**src/shared/pds_pkg.sv**
```systemverilog
// shared constants and types of the packet dma switch control block
package pds_pkg;
   // ***************************************************************
   // register byte addresses
   // ***************************************************************
   localparam logic [31:0] ADDR_FREEQ = 32'h1010_0a10;
   localparam logic [31:0] ADDR_STAT = 32'h1010_0a20;
   localparam logic [31:0] ADDR_MASK = 32'h1010_0a28;
   localparam logic [31:0] ADDR_SCHED = 32'h1010_0a80;
   localparam logic [31:0] ADDR_WT = 32'h1010_0a84;
   localparam logic [31:0] ADDR_CON = 32'h1010_0c00;
   localparam logic [31:0] ADDR_STEER = 32'h1010_0c04;
   // writable bits; the rest read zero
   localparam logic [31:0] MASK_IRQ = 32'hf003_000f;
   localparam logic [31:0] MASK_SCHED = 32'h0300_0000;
   localparam logic [31:0] MASK_WT = 32'h0000_7777;
   localparam logic [31:0] MASK_CON = 32'h00ff_ffff;
   localparam logic [31:0] MASK_STEER = 32'h000f_1fff;
   localparam logic [3:0] MASK_FREEQ = 4'hf;
   // reset values
   localparam logic [31:0] RST_CON = 32'h0007_8100;
   localparam logic [3:0] RST_FREEQ = 4'h2;
   // ***************************************************************
   // field positions
   // ***************************************************************
   localparam int ST_TX_DONE = 0;
   localparam int ST_RX_DONE = 16;
   localparam int ST_TX_DLY = 28;
   localparam int ST_TX_COH = 29;
   localparam int ST_RX_DLY = 30;
   localparam int ST_RX_COH = 31;
   localparam int SCHED_LSB = 24;
   localparam int WT_STRIDE = 4;
   localparam int CON_SUM_LSB = 16;
   localparam int CON_UNDROP = 19;
   localparam int CON_SHORTTAG = 20;
   localparam int CON_LOOP = 21;
   localparam int CON_PORTMAP = 22;
   localparam int CON_FC = 23;
   localparam int STEER_PORT_LSB = 8;
   localparam int STEER_QP_LSB = 16;
   localparam logic [2:0] MAX_PORT = 3'h4;
   localparam logic [7:0] TAG_FIRST = 8'h81;
   localparam logic [15:0] VLAN_INNER = 16'h8100;
   localparam logic [2:0] HSIZE_WORD = 3'h2;
   // ***************************************************************
   // types
   // ***************************************************************
   typedef enum logic [1:0] {SCH_WRR, SCH_STRICT, SCH_Q3_WRR, SCH_Q3_Q2_WRR} pds_sched_e;
   typedef enum logic [1:0] {PH_IDLE, PH_WRITE, PH_RWAIT, PH_RDATA} pds_phase_e;
   typedef struct packed {
      logic [3:0] tx_done;
      logic [1:0] rx_done;
      logic tx_coherent;
      logic rx_coherent;
   } pds_evt_s;
   // sum_err order is udp, tcp, ip header
   typedef struct packed {
      logic valid;
      logic [2:0] prio;
      logic [2:0] port;
      logic [15:0] tag;
      logic addr_unknown;
      logic [2:0] sum_err;
   } pds_rx_frame_s;
   typedef struct packed {
      logic valid;
      logic ring;
      logic drop;
      logic [2:0] sum_report;
      logic special_tag;
      logic outer_vlan;
      logic inner_vlan;
   } pds_rx_dec_s;
   typedef struct packed {
      pds_phase_e ph;
      logic [31:0] addr;
      logic [31:0] rdata;
      logic [31:0] irq_mask;
      logic [31:0] irq_status;
      logic [31:0] sched;
      logic [31:0] weights;
      logic [31:0] con;
      logic [31:0] steer;
      logic [3:0] freeq;
      logic [1:0] wrr_cur;
      logic [3:0] wrr_used;
      pds_rx_dec_s dec;
      logic [1:0] stall;
      logic [3:0] qpause;
      logic irq;
   } pds_state_s;
endpackage

```
**src/hdl/pds_ctrl.sv**
```systemverilog
// packet dma switch control: ahb registers, irq, tx scheduler, rx steering
`timescale 1ns/1ps
`default_nettype none
module pds_ctrl
   import pds_pkg::*;
(
   input wire logic hclk,
   input wire logic hresetn,
   input wire logic hsel,
   input wire logic [31:0] haddr,
   input wire logic [1:0] htrans,
   input wire logic hwrite,
   input wire logic [2:0] hsize,
   input wire logic [31:0] hwdata,
   input wire logic hready,
   output logic hreadyout,
   output logic hresp,
   output logic [31:0] hrdata,
   input wire pds_evt_s evt,
   output logic irq,
   input wire logic [3:0] tx_queue_req,
   input wire logic [3:0] tx_ring_pause,
   input wire logic tx_grant_ready,
   output logic tx_grant_valid,
   output logic [3:0] tx_grant,
   input wire pds_rx_frame_s rx_frame,
   output pds_rx_dec_s rx_dec,
   input wire logic [11:0] rx_free_cnt0,
   input wire logic [11:0] rx_free_cnt1,
   output logic [1:0] rx_ring_stall,
   output logic [3:0] switch_queue_pause,
   output logic loopback_en
);
   // ***************************************************************
   // state and helpers
   // ***************************************************************
   pds_state_s st;
   pds_state_s next_st;
   logic [3:0] req_eff;
   logic [1:0] pick;
   logic use_wrr;
   logic [2:0] cur_wt;
   logic acc;
   logic [31:0] clr;
   logic [31:0] set;
   logic map_bit;

   // round robin: stay on the current queue for weight+1 grants
   function automatic logic [1:0] wrr_pick(
      input logic [3:0] e,
      input logic [1:0] cur,
      input logic [3:0] used,
      input logic [2:0] w
   );
      logic [1:0] idx;
      wrr_pick = cur;
      if (!(e[cur] && used <= {1'b0, w})) begin
         // walk downward so the nearest successor wins
         for (int i = 4; i >= 1; i--) begin
            idx = cur + 2'(i);
            if (e[idx]) begin
               wrr_pick = idx;
            end
         end
      end
   endfunction

   // register read mux; unmapped words read zero
   function automatic logic [31:0] rd_word(input pds_state_s s);
      case (s.addr)
         ADDR_FREEQ: rd_word = {28'h000_0000, s.freeq};
         ADDR_STAT: rd_word = s.irq_status;
         ADDR_MASK: rd_word = s.irq_mask;
         ADDR_SCHED: rd_word = s.sched;
         ADDR_WT: rd_word = s.weights;
         ADDR_CON: rd_word = s.con;
         ADDR_STEER: rd_word = s.steer;
         default: rd_word = 32'h0000_0000;
      endcase
   endfunction

   // ***************************************************************
   // transmit scheduler
   // ***************************************************************
   // queues paused by the switch drop out only when pausing is on
   assign req_eff = tx_queue_req & ~(st.con[CON_FC] ? tx_ring_pause : 4'h0);
   assign cur_wt = st.weights[WT_STRIDE * st.wrr_cur +: 3];

   // pick the queue to serve from the scheduling policy
   always_comb begin
      use_wrr = 1'b0;
      pick = 2'h0;
      case (pds_sched_e'(st.sched[SCHED_LSB +: 2]))
         SCH_WRR: begin
            use_wrr = 1'b1;
            pick = wrr_pick(req_eff, st.wrr_cur, st.wrr_used, cur_wt);
         end
         SCH_STRICT: begin
            if (req_eff[3]) begin
               pick = 2'h3;
            end else if (req_eff[2]) begin
               pick = 2'h2;
            end else if (req_eff[1]) begin
               pick = 2'h1;
            end else begin
               pick = 2'h0;
            end
         end
         SCH_Q3_WRR: begin
            if (req_eff[3]) begin
               pick = 2'h3;
            end else begin
               use_wrr = 1'b1;
               pick = wrr_pick(req_eff & 4'h7, st.wrr_cur, st.wrr_used, cur_wt);
            end
         end
         SCH_Q3_Q2_WRR: begin
            if (req_eff[3]) begin
               pick = 2'h3;
            end else if (req_eff[2]) begin
               pick = 2'h2;
            end else begin
               use_wrr = 1'b1;
               pick = wrr_pick(req_eff & 4'h3, st.wrr_cur, st.wrr_used, cur_wt);
            end
         end
         default: begin
            use_wrr = 1'b0;
            pick = 2'h0;
         end
      endcase
   end

   // grant is a handshake, combinational from state and requests
   assign tx_grant_valid = |req_eff;
   assign tx_grant = tx_grant_valid ? (4'h1 << pick) : 4'h0;

   // ***************************************************************
   // next state
   // ***************************************************************
   assign acc = hsel & htrans[1] & hready;

   always_comb begin
      next_st = st;
      clr = 32'h0000_0000;
      set = 32'h0000_0000;
      map_bit = 1'b0;
      // bus phases; reads take one wait state to register hrdata
      if (st.ph == PH_RWAIT) begin
         next_st.ph = PH_RDATA;
         next_st.rdata = rd_word(st);
      end else if (acc) begin
         next_st.addr = haddr;
         if (!hwrite) begin
            next_st.ph = PH_RWAIT;
         end else if (hsize == HSIZE_WORD) begin
            next_st.ph = PH_WRITE;
         end else begin
            next_st.ph = PH_IDLE;
         end
      end else begin
         next_st.ph = PH_IDLE;
      end
      // word writes land at the end of the data phase, masked; other sizes are dropped
      if (st.ph == PH_WRITE) begin
         case (st.addr)
            ADDR_FREEQ: next_st.freeq = hwdata[3:0] & MASK_FREEQ;
            ADDR_STAT: clr = hwdata & MASK_IRQ;
            ADDR_MASK: next_st.irq_mask = hwdata & MASK_IRQ;
            ADDR_SCHED: next_st.sched = hwdata & MASK_SCHED;
            ADDR_WT: next_st.weights = hwdata & MASK_WT;
            ADDR_CON: next_st.con = hwdata & MASK_CON;
            ADDR_STEER: next_st.steer = hwdata & MASK_STEER;
            default: clr = 32'h0000_0000;
         endcase
      end
      // event capture; a set in the clearing cycle wins
      set[ST_TX_DONE +: 4] = evt.tx_done;
      set[ST_RX_DONE +: 2] = evt.rx_done;
      set[ST_TX_COH] = evt.tx_coherent;
      set[ST_RX_COH] = evt.rx_coherent;
      set[ST_RX_DLY] = |evt.rx_done | evt.rx_coherent;
      set[ST_TX_DLY] = |evt.tx_done | evt.tx_coherent;
      next_st.irq_status = (st.irq_status & ~clr) | set;
      // irq follows the gated status one cycle later
      next_st.irq = |(st.irq_status & st.irq_mask);
      // round robin bookkeeping on each accepted wrr grant
      if (tx_grant_valid && tx_grant_ready && use_wrr) begin
         if (pick == st.wrr_cur && st.wrr_used <= {1'b0, cur_wt}) begin
            next_st.wrr_used = st.wrr_used + 4'h1;
         end else begin
            next_st.wrr_cur = pick;
            next_st.wrr_used = 4'h1;
         end
      end
      // receive decision, one cycle after the frame header
      next_st.dec.valid = rx_frame.valid;
      if (rx_frame.valid) begin
         if (st.con[CON_PORTMAP]) begin
            // ports above four fall to ring 1
            if (rx_frame.port <= MAX_PORT) begin
               map_bit = st.steer[STEER_PORT_LSB + int'(rx_frame.port)];
            end
         end else begin
            map_bit = st.steer[rx_frame.prio];
         end
         next_st.dec.ring = ~map_bit;
         next_st.dec.drop = (rx_frame.addr_unknown & st.con[CON_UNDROP])
            | (|(rx_frame.sum_err & st.con[CON_SUM_LSB +: 3]));
         next_st.dec.sum_report = rx_frame.sum_err & ~st.con[CON_SUM_LSB +: 3];
         next_st.dec.special_tag = st.con[CON_SHORTTAG] && rx_frame.tag[15:8] == TAG_FIRST;
         next_st.dec.outer_vlan = rx_frame.tag == st.con[15:0];
         next_st.dec.inner_vlan = rx_frame.tag == VLAN_INNER;
      end
      // ring stalls once free descriptors fall to the threshold
      next_st.stall[0] = rx_free_cnt0 <= {8'h00, st.freeq};
      next_st.stall[1] = rx_free_cnt1 <= {8'h00, st.freeq};
      // each switch queue watches the ring it was given
      for (int q = 0; q < 4; q++) begin
         next_st.qpause[q] = st.steer[STEER_QP_LSB + q] ? st.stall[0] : st.stall[1];
      end
   end

   // ***************************************************************
   // state register
   // ***************************************************************
   // all state, reset to constants only
   always_ff @(posedge hclk or negedge hresetn) begin
      if (!hresetn) begin
         st <= '0;
         st.con <= RST_CON;
         st.freeq <= RST_FREEQ;
      end else begin
         st <= next_st;
      end
   end

   // outputs straight from state
   assign hreadyout = st.ph != PH_RWAIT;
   assign hresp = 1'b0;
   assign hrdata = st.rdata;
   assign irq = st.irq;
   assign rx_dec = st.dec;
   assign rx_ring_stall = st.stall;
   assign switch_queue_pause = st.qpause;
   assign loopback_en = st.con[CON_LOOP];
endmodule
`default_nettype wire

```
**config.mk**
```make
export PLATFORM = sky130hd
export DESIGN_NAME = pds_ctrl
export DESIGN_NICKNAME = d
export VERILOG_FILES = /design/src/shared/pds_pkg.sv /design/src/hdl/pds_ctrl.sv
export SDC_FILE = /design/constraint.sdc
export NUM_CORES = 1
export LEC_CHECK = 0
export ABC_AREA = 1
export BUFFER_PORTS_ARGS = -buffer_cell sky130_fd_sc_hd__clkbuf_2
export CAP_MARGIN = 25
export CELL_PAD_IN_SITES_DETAIL_PLACEMENT = 0
export CELL_PAD_IN_SITES_GLOBAL_PLACEMENT = 1
export CORE_ASPECT_RATIO = 0.5
export CORE_MARGIN = 8
export CORE_UTILIZATION = 36
export DETAILED_ROUTE_END_ITERATION = 12
export PLACE_DENSITY_LB_ADDON = 0.1
export RECOVER_POWER = 100
export SYNTH_ARGS = -nofsm -noshare
export SYNTH_HDL_FRONTEND = slang
export SYNTH_SLANG_ARGS = --single-unit
export TNS_END_PERCENT = 10
```
**constraint.sdc**
```tcl
create_clock -name hclk -period 3 [get_ports hclk]
set_input_delay 0.6 -clock hclk [delete_from_list [all_inputs] [get_ports hclk]]
set_output_delay 0.6 -clock hclk [all_outputs]
set_load 0.02 [all_outputs]
```
==> results.md, run 1 <==
- Most frequent cell after synthesis: nand2_1
- Syn Inst Count: 1032
- Setup TNS: -2.45 ns
- Hold Startpoint: evt[6]
- # nets final: 1373
- RePlAce Congestion: a little under 0.9
- CP Max Fanout: 5
- Critical path launch point type: flop
- Routed WL: 28900 um
- CP cell instances: buf_6, nor2_4, a221oi_2, ha_1, a21oi_2, o21ai_2, a21oi_2, nand2_1, inv_1, nor2_2, nand2_1, nand2_1, nand3_2, nand2_4, inv_4, nand2_4, nor2_4, buf_8
- DR vias/cell: 4.85
- Slew HR: -0.111
- Clock latency on the worst-skew pair: 0.43 ns
- DRC Markers: 0
- Synth Register Bits: 165
- Post-synth top cells: nand2_1 (271), dfrtp_1 (159), inv_1 (121)
- Placed Area: 0.00984 mm^2
- Routed via count: 7497
- Vias in the first global route: 7461
- Post-synth top area share: 0.465
- Final Core Density: 0.442
- Reg2reg end: st[16]
- Syn_area_per_cell: 8.29 um^2
- Pin count of the biggest net entering global routing: 64
- FF-to-FF Start: st[20]
- Synth warn: 0
- Max clock buf depth: 2
- Num CTS Buffers: 17
- Die Y: roughly 130 um
- Core Rows: 40
- Die width: 234 um
- Hold_ws: about 0.38 ns
- R2R cell count: 20
- Starting DRT DRC Count: just under 600
- H-tree depth: 4
- # hold bufs at CTS: 0
- Fin crit period: 3.62 ns
- Total gr overflow: 0
- Full die area: 0.0293 mm^2
- Hold EP: st[156]
- CTS tree: yes
- Max_cap viols: 2
- Pins over their slew limit: 103
- Synth area leaders: dfrtp_1 (47%), nand2_1 (12%), o21ai_0 (6.6%)
- Critical Path Most Common Cell: nand2_1
- Fin crit share: 1.21
- Critical path's slowest cell: dfrtp_2
- Failing checks: capacitance limit, slew limit, setup timing
- # diodes: 0
- Fin. Hold Viols: 0
- HP Class: input pin to flop
- Setup ws final: -0.624 ns
- Cell taking the most area after synthesis: dfrtp_1
- Clock skew: a little under 0.01 ns
- Cell Area, Synth: between 0.008 and 0.009 mm^2
- CTS sink cnt: 165
- Overall routing resource usage: 0.200
- Crit end category: primary output
- IO Pins: 198
- Crit path kind: flop to primary output
- Fin area: ~0.010 mm^2
- P_leak: 5.57 nW
- Critical path required time: between 2 and 2.5 ns
- Clock root cell: clkbuf_16
- Initial Util: 0.361
- PwrDens: 664 mW/mm^2
- RSZ-0062 raised after global routing: yes
- Clk slew on worst S/H paths: 0.06 ns
- Yosys cell types: 50
- Setup slack, reg-to-reg: 0 ns
- Final setup fails: 4
- Syn-to-layout area delta: 22.5%
- Core area: 0.0237 mm^2
- Share of cells above drive strength 1: 0.235
- First-pass GRT wire length: 44900 um
- Max stage delay on crit path: around 0.44 ns
- Final ANT Viol Nets: 0
- HPWL Detailed: about 23000 um
- EDFF count, synth: 0
- VDD IR max: between 0.3 and 0.4 mV
- Arr. time, crit path: between 3 and 4 ns
- Slew @ Worst Pin: 1.67 ns
- I/O Buffers: 191
- Sequential element share of the synthesized area: 0.484
- Initial antenna violation count: 0
- Ys flop type: dfrtp_1
- Fmax: 276 MHz
- Hold path depth: 2
- WL/cell: 18.7 um
- Status: finished, violations left
- Ys async rst share: 1.00
- First drt pass iteration count: 7
[kinds of logic (layout without fill, tap and decap cells)]
family                     Yosys count  after routing  synth area share
and+or+nand+nor                    408            408             0.200
buffers and inverters              203            401             0.113
AOI/OAI and AO/OA                  200            200             0.130
DFF                                165            165             0.484
muxes                               33             33            0.0442
adders and majority gates           12             12            0.0176
xor gates and xnor gates            10             10            0.0102
other                                1              3          0.000438
[routing by layer]
metal	global-route usage	wire length (um)	vias to the layer above	share of wire
met5	0	0	-	0
met4	0.0420	222	0	0.0077
met3	0.0427	1610	17	0.056
met2	0.266	11400	215	0.40
met1	0.319	15600	3543	0.54
li1	-	-	3722	-
[how the worst max path moves through the flow]
stage                 from          end  slack [ns]  cells after the start
detailed placement  st[20]  tx_grant[1]       -0.37                     18
floorplan           st[20]  tx_grant[1]        0.04                     19
finish              st[20]  tx_grant[3]       -0.62                     18
global route        st[20]  tx_grant[3]       -0.81                     18
CTS                 st[20]  tx_grant[2]       -0.62                     16
global placement    st[20]  tx_grant[1]       -0.30                     18
[placed cells by master (no fill, tap or decap), types with 3 or more instances in the layout]
| cell type | synthesis | routed |
|---|---|---|
| clkbuf_16 | 0 | 17 |
| o22ai_1 | 14 | 14 |
| nor3_1 | 19 | 19 |
| or2_1 | 2 | 3 |
| a221oi_1 | 6 | 4 |
| xor2_1 | 5 | 5 |
| a21oi_1 | 40 | 36 |
| o2111ai_1 | 4 | 4 |
| nor2_1 | 53 | 46 |
| nand3_2 | 1 | 3 |
| conb_1 | 1 | 3 |
| inv_1 | 121 | 120 |
| clkbuf_8 | 0 | 7 |
| a31oi_1 | 3 | 3 |
| o21bai_1 | 4 | 4 |
| clkbuf_2 | 0 | 142 |
| dfrtp_1 | 159 | 158 |
| nand2_2 | 3 | 6 |
| buf_6 | 1 | 3 |
| nor2_4 | 0 | 6 |
| mux2_2 | 30 | 30 |
| buf_4 | 51 | 41 |
| clkbuf_1 | 20 | 58 |
| nand2_4 | 1 | 4 |
| nand4_1 | 12 | 12 |
| xnor2_1 | 5 | 5 |
| ha_1 | 12 | 12 |
| nand2_1 | 271 | 265 |
| a21oi_2 | 0 | 4 |
| nand3_1 | 30 | 28 |
| o21ai_0 | 113 | 111 |
| inv_2 | 3 | 3 |
| dfstp_2 | 6 | 4 |
| nor4_1 | 10 | 11 |
[through the flow]
step	power (mW)	cells	setup slack, ns
after floorplan	3.82	1034	0.0385
after detailed placement	4.55	1508	-0.367
after global placement	4.54	1508	-0.297
after CTS	6.93	1544	-0.620
final	6.95	1547	-0.624
after global routing	7.34	1547	-0.809
[report_power, final]
part / internal [mW] / switching (mW) / leakage, nW
sequential: 2.47 / 0.171 / 1.81
combinational: 0.846 / 1.22 / 3.47
clock: 1.34 / 0.909 / 0.289
total: 4.65 / 2.30 / 5.57
[what timing repair did]
item                                    4_1_cts  5_1_grt
pin swaps                                    11       17
gates resized for setup                      19       17
buffers inserted                              4        3
endpoints found under the setup margin        4        9
[worst max-delay path, delay by kind of cell, from the launching register on]
family / cells / cell delay (ns)
AOI/OAI and AO/OA: 4 / 0.75
and+or+nand+nor: 9 / 0.67
adders and majority gates: 1 / 0.31
DFF: 1 / 0.44
buffers and inverters: 4 / 0.41
[sequential cells by signal, summed over array words and instances (netlist names)]
signal and flops:
st 118, hrdata 30, rx_dec 9, switch_queue_pause 4
rx_ring_stall 2, irq 1, loopback_en 1
[cell type report]
| cell class | count | area [um^2] |
|---|---|---|
| flip-flops and latches | 165 | 4140 |
| fillers | 2453 | 13200 |
| well taps | 315 | 394 |
| clock inverters | 7 | 93.8 |
| inverters | 124 | 468 |
| multi-input cells | 666 | 3560 |
| clock buffers | 25 | 505 |
| repair buffers | 245 | 1320 |
(Power assumes the default switching activity.)
==> run 2: changes to the inputs <==
ABC_AREA = default   (was 1)
CORE_UTILIZATION = 38   (was 36)
SKIP_CTS_REPAIR_TIMING = 1   (was default)
==> run 2 against run 1 <==
The flow still finishes with violations (capacitance limit, slew limit, setup timing). Design area shrank 0.76%. Highest routed layer unchanged. Largest cell class unchanged. Flip-flop and latch count stayed put. Worst hold slack worse by 0.0016 ns. Synthesized area shrank 0.59%. Power shrank 4.3%. Critical endpoint is now tx_grant[2]. Global-route usage down 1.7 points. Fmax is 5.1% lower. Die area fell by 5.3%. Clock skew is 0.0031 ns higher. Non-clock buffer count fell by 3.
==> results.md, run 2 <==
- Initial Util: 0.390 (was 0.361)
- Cell Area, Synth: 0.00850 mm^2 (was 0.00855 mm^2)
- CP Max Fanout: 5 (unchanged)
- Clock root cell: clkbuf_16 (unchanged)
- Most frequent cell after synthesis: dfrtp_1 (was nand2_1)
- Syn-to-layout area delta: 22.2% (was 22.5%)
- Slew HR: -0.571 (was -0.111)
- Vias in the first global route: 7015 (was 7461)
- Ys flop type: dfrtp_1 (unchanged)
- Post-Synth XOR/XNOR Area: 0.0165 (was 0.0102)
- Number of flip-flops in the largest register: 118 (unchanged)
- Clock latency on the worst-skew pair: 0.42 ns (was 0.43 ns)
- EDFF count, synth: 0 (unchanged)
- Post-synth top area share: 0.468 (was 0.465)
- Routed WL: 25000 um (was 28900 um)
- Crit end category: primary output (unchanged)
- H-tree depth: 4 (unchanged)
- Starting DRT DRC Count: 441 (was 589)
- Reg power frac: 0.411 (was 0.380)
- Sw Pwr: 2.04 mW (was 2.30 mW)
- Most common cell after layout, fill and taps aside: dfrtp_1 (was nand2_1)
- PwrDens: 640 mW/mm^2 (was 664 mW/mm^2)
- Synth warn: 0 (unchanged)
- RSZ-0062 raised after global routing: yes (unchanged)
- Ys async rst share: 1.00 (unchanged)
- Sw Share: 0.306 (was 0.331)
- RePlAce Congestion: 0.820 (was 0.888)
- Arr. time, crit path: 3.22 ns (was 3.02 ns)
- Synth area leaders: dfrtp_1 (47%), mux2_2 (7.7%), mux2_1 (6.0%) (was dfrtp_1 (47%), nand2_1 (12%), o21ai_0 (6.6%))
- Slew @ Worst Pin: 2.36 ns (was 1.67 ns)
- Final ANT Viol Nets: 0 (unchanged)
- Sequential element share of the synthesized area: 0.486 (was 0.484)
- WL/cell: 20.2 um (was 18.7 um)
- VDD IR max: 0.360 mV (was 0.377 mV)
- First-pass GRT wire length: 39500 um (was 44900 um)
- Logic pwr share: 0.252 (was 0.297)
- Die Y: 122 um (was 125 um)
- Clock Power Share: 0.337 (was 0.323)
- Share of cells above drive strength 1: 0.359 (was 0.235)
- Fin crit share: 1.27 (was 1.21)
- HPWL Detailed: 19000 um (was 22700 um)
- Critical path required time: 2.40 ns (about the same)
- Routed via count: 6466 (was 7497)
- Fmax: 262 MHz (was 276 MHz)
- DRC Markers: 0 (unchanged)
- Syn Inst Count: 743 (was 1032)
- Yosys cell types: 78 (was 50)
- HP Class: input pin to flop (unchanged)
- Sequential cell area: 0.00414 mm^2 (unchanged)
- Clock skew: 0.0127 ns (was 0.00965 ns)
- Fin. Hold Viols: 0 (unchanged)
- Final setup fails: 8 (was 4)
- Post-synth top cells: dfrtp_1 (159), nand2_1 (68), mux2_2 (58) (was nand2_1 (271), dfrtp_1 (159), inv_1 (121))
- First drt pass iteration count: 5 (was 7)
- Max clock buf depth: 2 (unchanged)
- Clk slew on worst S/H paths: 0.07 ns (was 0.06 ns)
- Core Rows: 38 (was 40)
- I/O Buffers: 191 (unchanged)
- Critical path launch point type: flop (unchanged)
- Final Core Density: 0.476 (was 0.442)
- Area occupied by multi-input gates: 0.00390 mm^2 (was 0.00356 mm^2)
- Core area: 0.0218 mm^2 (was 0.0237 mm^2)
- CTS sink cnt: 165 (unchanged)
- Initial antenna violation count: 0 (unchanged)
- IO Pins: 198 (unchanged)
- DR vias/cell: 5.23 (was 4.85)
- Setup ws final: -0.820 ns (was -0.624 ns)
- Pin count of the biggest net entering global routing: 64 (unchanged)
- Largest reg by FF count: st (unchanged)
- Adder-cell area share of the yosys netlist: 0.0177 (was 0.0176)
- P_leak: 4.57 nW (was 5.57 nW)
- Synth Area in Compound Gates: 0.129 (was 0.130)
- Post-Place Worst Slack: -0.445 ns (was -0.367 ns)
- Setup TNS: -4.23 ns (was -2.45 ns)
- Commonest cells after routing, fill and taps aside: dfrtp_1 (158), clkbuf_2 (140), nand2_1 (68) (was nand2_1 (265), dfrtp_1 (158), clkbuf_2 (142))
- Largest family of logic cells by synthesized area: multiplexers (was simple AND/OR/NAND/NOR gates)
- Max_cap viols: 2 (unchanged)
- Status: finished, violations left (unchanged)
- Total gr overflow: 0 (unchanged)
- Simple logic cell fraction of the synthesized area: 0.126 (was 0.200)
- Mux share of post-synthesis cell area: 0.155 (was 0.0442)
- Full die area: 0.0277 mm^2 (was 0.0293 mm^2)
- Crit path kind: flop to primary output (unchanged)
- Fin crit period: 3.82 ns (was 3.62 ns)
- Pins over their slew limit: 77 (was 103)
- Die width: 228 um (was 234 um)
- FILL cells: 2096 (was 2453)
- Power Internal: 4.61 mW (was 4.65 mW)
- Num CTS Buffers: 17 (unchanged)
- Overall routing resource usage: 0.183 (was 0.200)
- Cell taking the most area after synthesis: dfrtp_1 (unchanged)
- Syn_area_per_cell: 11.4 um^2 (was 8.29 um^2)
- # diodes: 0 (unchanged)
- # nets final: 1077 (was 1373)
- CTS tree: yes (unchanged)
- Failing checks: capacitance limit, slew limit, setup timing (unchanged)
- Synth Register Bits: 165 (unchanged)
-- run 2: changes by cell type after synthesis, moves of 16 or more --
cell	delta
nor2_1	-29
a222oi_1	+16
a21oi_1	-25
inv_1	-105
mux2_1	+45
o21ai_0	-95
mux2_2	+28
nand2_1	-203
-- run 2: metrics by stage --
stage          hold WS (ns)  instance area, um^2  power [mW]  instances
2_1_floorplan         0.304                 8570        3.74        745
5_1_grt               0.361                10400        7.02       1236
3_5_place_dp          0.459                 9760        4.30       1200
6_report              0.381                10400        6.65       1236
3_3_place_gp          0.453                 9760        4.27       1200
4_1_cts              0.0883                10400        6.57       1232
-- run 2: final timing paths --
| check | start | cells past startpoint | to | slack, ns |
|---|---|---|---|---|
| setup / recovery | st[20] | 13 | tx_grant[2] | -0.82 |
| hold / removal | hwrite | 2 | st[283] | 0.38 |
| setup reg to reg | st[20] | 15 | st[16] | -0.31 |
| hold reg to reg | hrdata[21] | 2 | hrdata[21] | 0.47 |
| max in group asynchronous | hresetn | 2 | st[59] | 0.57 |
| min in group asynchronous | hresetn | 1 | st[266] | 0.88 |
-- run 2: cell families after synthesis --
family,Yosys count
compound gates,137
xor+xnor,16
fa+ha+maj,12
buf+inv,100
flops,165
mux,111
other cells,1
simple gates,201
-- run 2: metal layers --
layer	GRT usage	up-vias	routed length, um
met3	0.0432	34	1090
met1	0.237	3256	11000
met4	0.0570	0	437
met5	0	-	0
li1	-	3049	-
met2	0.302	127	12500
-- run 2: worst max-delay path, stage by stage, from the launching register on --
cell and delay (ns):
dfrtp_2 0.42, mux4_2 0.52, inv_2 0.09, ha_4 0.20
and3_4 0.18, a211oi_4 0.26, buf_6 0.16, buf_6 0.10
nor4_4 0.03, o31ai_2 0.26, o2bb2ai_2 0.19, nand2b_4 0.21
nor2_4 0.04, buf_6 0.12
-- run 2: power groups by stage --
stage	logic (mW)	clock network [mW]	registers, mW
6_report	1.68	2.24	2.74
3_3_place_gp	1.50	0	2.77
2_1_floorplan	1.05	0	2.69
4_1_cts	1.53	2.31	2.74
5_1_grt	1.84	2.41	2.78
3_5_place_dp	1.53	0	2.77
-- run 2: final cells by class --
type                       count  area share
sequential                   165       0.398
inverter                      17     0.00614
timing repair buffer         242       0.126
tap                          300      0.0361
multi-input combinational    480       0.376
clock buffer                  19      0.0436
clock inverter                13      0.0142
==> run 3: changes to the inputs <==
CORE_MARGIN = 10   (was 8)
==> run 3 against run 2 <==
The run still ends with capacitance limit, slew limit, setup timing left. Non-clock buffer count up 1. Sequential power about the same. Die area up 5.1%. Combinational power about the same. Via count up 0.29%. Cell count about the same. Routed wire length up 0.48%. Sequential share of layout area up 0.058 points. Count of clock-buffer cells in the layout up 4. Power down 0.20%. Largest cell class unchanged.
==> results.md, run 3 (synthesis results as in run 2) <==
- Status: finished, violations left (unchanged)
- Failing checks: capacitance limit, slew limit, setup timing (unchanged)
- VDD IR max: 0.417 mV (was 0.360 mV)
- Crit end category: primary output (unchanged)
- CTS sink cnt: 165 (unchanged)
- Clock root cell: clkbuf_16 (unchanged)
- CP top delay family: compound AO/OA/AOI/OAI gates (unchanged)
- Area occupied by multi-input gates: 0.00391 mm^2 (was 0.00390 mm^2)
- WL/cell: 20.3 um (was 20.2 um)
- Setup TNS: -4.02 ns (was -4.23 ns)
- Clock skew: 0.0111 ns (was 0.0127 ns)
- Overall routing resource usage: 0.173 (was 0.183)
- DRC Markers: 0 (unchanged)
- RePlAce Congestion: 0.839 (was 0.820)
- Pins over their slew limit: 111 (was 77)
- I/O Buffers: 191 (unchanged)
- Max clock buf depth: 2 (unchanged)
- Max_cap viols: 3 (was 2)
- Largest reg by FF count: st (unchanged)
- Die Y: 126 um (was 122 um)
- Sequential cell area: 0.00414 mm^2 (unchanged)
- Die width: 232 um (was 228 um)
- H-tree depth: 4 (unchanged)
- P_leak: 4.57 nW (about the same)
- Metal1 wirelength: 10700 um (was 11000 um)
- Num CTS Buffers: 17 (unchanged)
- Vias in the first global route: 6929 (was 7015)
- Clk slew on worst S/H paths: 0.07 ns (about the same)
- Reg power frac: 0.411 (about the same)
- Number of flip-flops in the largest register: 118 (unchanged)
- PwrDens: 639 mW/mm^2 (was 640 mW/mm^2)
- Critical path required time: 2.40 ns (about the same)
- Wire length on met2: 12700 um (was 12500 um)
- Setup ws final: -0.844 ns (was -0.820 ns)
- Arr. time, crit path: 3.24 ns (was 3.22 ns)
- Clock Power Share: 0.335 (was 0.337)
- Critical path launch point type: flop (unchanged)
- Placed Area: 0.00977 mm^2 (was 0.00976 mm^2)
- Fin. Hold Viols: 0 (unchanged)
- Core Rows: 38 (unchanged)
- Routed WL: 25100 um (was 25000 um)
- # nets final: 1078 (was 1077)
- RSZ-0062 raised after global routing: yes (unchanged)
- IO Pins: 198 (unchanged)
- Slew HR: -0.592 (was -0.571)
- Commonest cells after routing, fill and taps aside: dfrtp_1 (158), clkbuf_2 (140), nand2_1 (69) (was dfrtp_1 (158), clkbuf_2 (140), nand2_1 (68))
- Total gr overflow: 0 (unchanged)
- FILL cells: 2032 (was 2096)
- Sw Share: 0.300 (was 0.306)
- Slew @ Worst Pin: 2.39 ns (was 2.36 ns)
- DR vias/cell: 5.24 (was 5.23)
- Final setup fails: 8 (unchanged)
- HPWL Detailed: 19200 um (was 19000 um)
- Hold_ws: 0.353 ns (was 0.381 ns)
- Syn-to-layout area delta: 22.1% (was 22.2%)
- Pin count of the biggest net entering global routing: 70 (was 64)
- Initial Util: 0.390 (unchanged)
- First drt pass iteration count: 6 (was 5)
- Crit path buffers/inverters: 2 (was 4)
- # diodes: 0 (unchanged)
- Initial antenna violation count: 1 (was 0)
- Most common cell after layout, fill and taps aside: dfrtp_1 (unchanged)
- Max Used Layer: met4 (unchanged)
- Routed wl met3: 1330 um (was 1090 um)
- Critical path's slowest cell: mux4_2 (unchanged)
- Full die area: 0.0291 mm^2 (was 0.0277 mm^2)
- Max stage delay on crit path: 0.55 ns (was 0.52 ns)
- Power Internal: 4.65 mW (was 4.61 mW)
- Starting DRT DRC Count: 492 (was 441)
- Share of cells above drive strength 1: 0.352 (was 0.359)
- Fin crit period: 3.84 ns (was 3.82 ns)
- Final ANT Viol Nets: 0 (unchanged)
- Sw Pwr: 1.99 mW (was 2.04 mW)
- Routed via count: 6485 (was 6466)
- Logic pwr share: 0.253 (was 0.252)
- HP Class: input pin to flop (unchanged)
- First-pass GRT wire length: 39600 um (was 39500 um)
- Crit path kind: flop to primary output (unchanged)
- CP Max Fanout: 5 (unchanged)
- CTS tree: yes (unchanged)
- Clock latency on the worst-skew pair: 0.44 ns (was 0.42 ns)
- Core area: 0.0218 mm^2 (unchanged)
- CP cell instances: mux4_2, ha_4, and3_4, a211oi_4, buf_6, a311o_1, a311o_1, nand3_2, nor2b_4, nor2_2, buf_6 (was mux4_2, inv_2, ha_4, and3_4, a211oi_4, buf_6, buf_6, nor4_4, o31ai_2, o2bb2ai_2, nand2b_4, nor2_4, buf_6)
- Fin crit share: 1.28 (was 1.27)
- Post-Place Worst Slack: -0.448 ns (was -0.445 ns)
- Fmax: 260 MHz (was 262 MHz)
- Fin area: 0.0104 mm^2 (about the same)
-- run 3: changes by cell type in the layout (fill, tap and decap cells not counted), moves of 2 or more --
cell and change:
buf_4 +2, clkbuf_1 +4, clkinvlp_4 -2, o21ai_0 +7
o21ai_1 -6
-- run 3: power groups by stage --
stage | Combinational [mW] | Sequential (mW) | Clock, mW
2_1_floorplan | 1.05 | 2.69 | 0
3_3_place_gp | 1.50 | 2.77 | 0
3_5_place_dp | 1.52 | 2.77 | 0
4_1_cts | 1.53 | 2.73 | 2.28
5_1_grt | 1.85 | 2.77 | 2.38
6_report | 1.68 | 2.73 | 2.23
-- run 3: worst register-to-register path, cell delays in order, from the launching register on --
cell	delay, ns
dfrtp_2	0.41
mux4_2	0.55
ha_4	0.25
and3_4	0.18
a211oi_4	0.25
buf_6	0.17
buf_4	0.11
o31a_1	0.14
o31ai_2	0.09
o2bb2ai_4	0.15
buf_4	0.16
nand3b_4	0.18
a2111oi_1	0.43
a21oi_1	0.08
-- run 3: path summary, 6_finish.rpt --
path | startpoint | slack (ns) | cells after the start | end
max in group asynchronous | hresetn | 0.36 | 2 | rx_dec[8]
min | evt[7] | 0.35 | 2 | st[157]
min reg2reg | hrdata[22] | 0.47 | 2 | hrdata[22]
max | st[20] | -0.84 | 11 | tx_grant[1]
min in group asynchronous | hresetn | 0.89 | 1 | st[272]
max reg2reg | st[20] | -0.28 | 13 | st[16]
-- run 3: stage by stage --
stage / instances / total power, mW / util
after global routing: 1237 / 7.00 / 0.476
after floorplan: 745 / 3.74 / -
after detailed placement: 1201 / 4.29 / 0.448
final: 1237 / 6.64 / 0.476
after global placement: 1201 / 4.27 / 0.448
after CTS: 1233 / 6.53 / 0.475
-- run 3: final cells by class --
class                      count  share of cell area
clock buffer                  23              0.0460
multi-input combinational    480               0.376
sequential                   165               0.399
inverter                      17             0.00615
timing repair buffer         243               0.125
tap                          300              0.0362
clock inverter                 9              0.0112
-- run 3: routing by layer --
metal  vias up  global-route usage
li1       3029                   -
met1      3269               0.211
met2       157               0.294
met3        30              0.0513
met4         0              0.0470
met5         -                   0
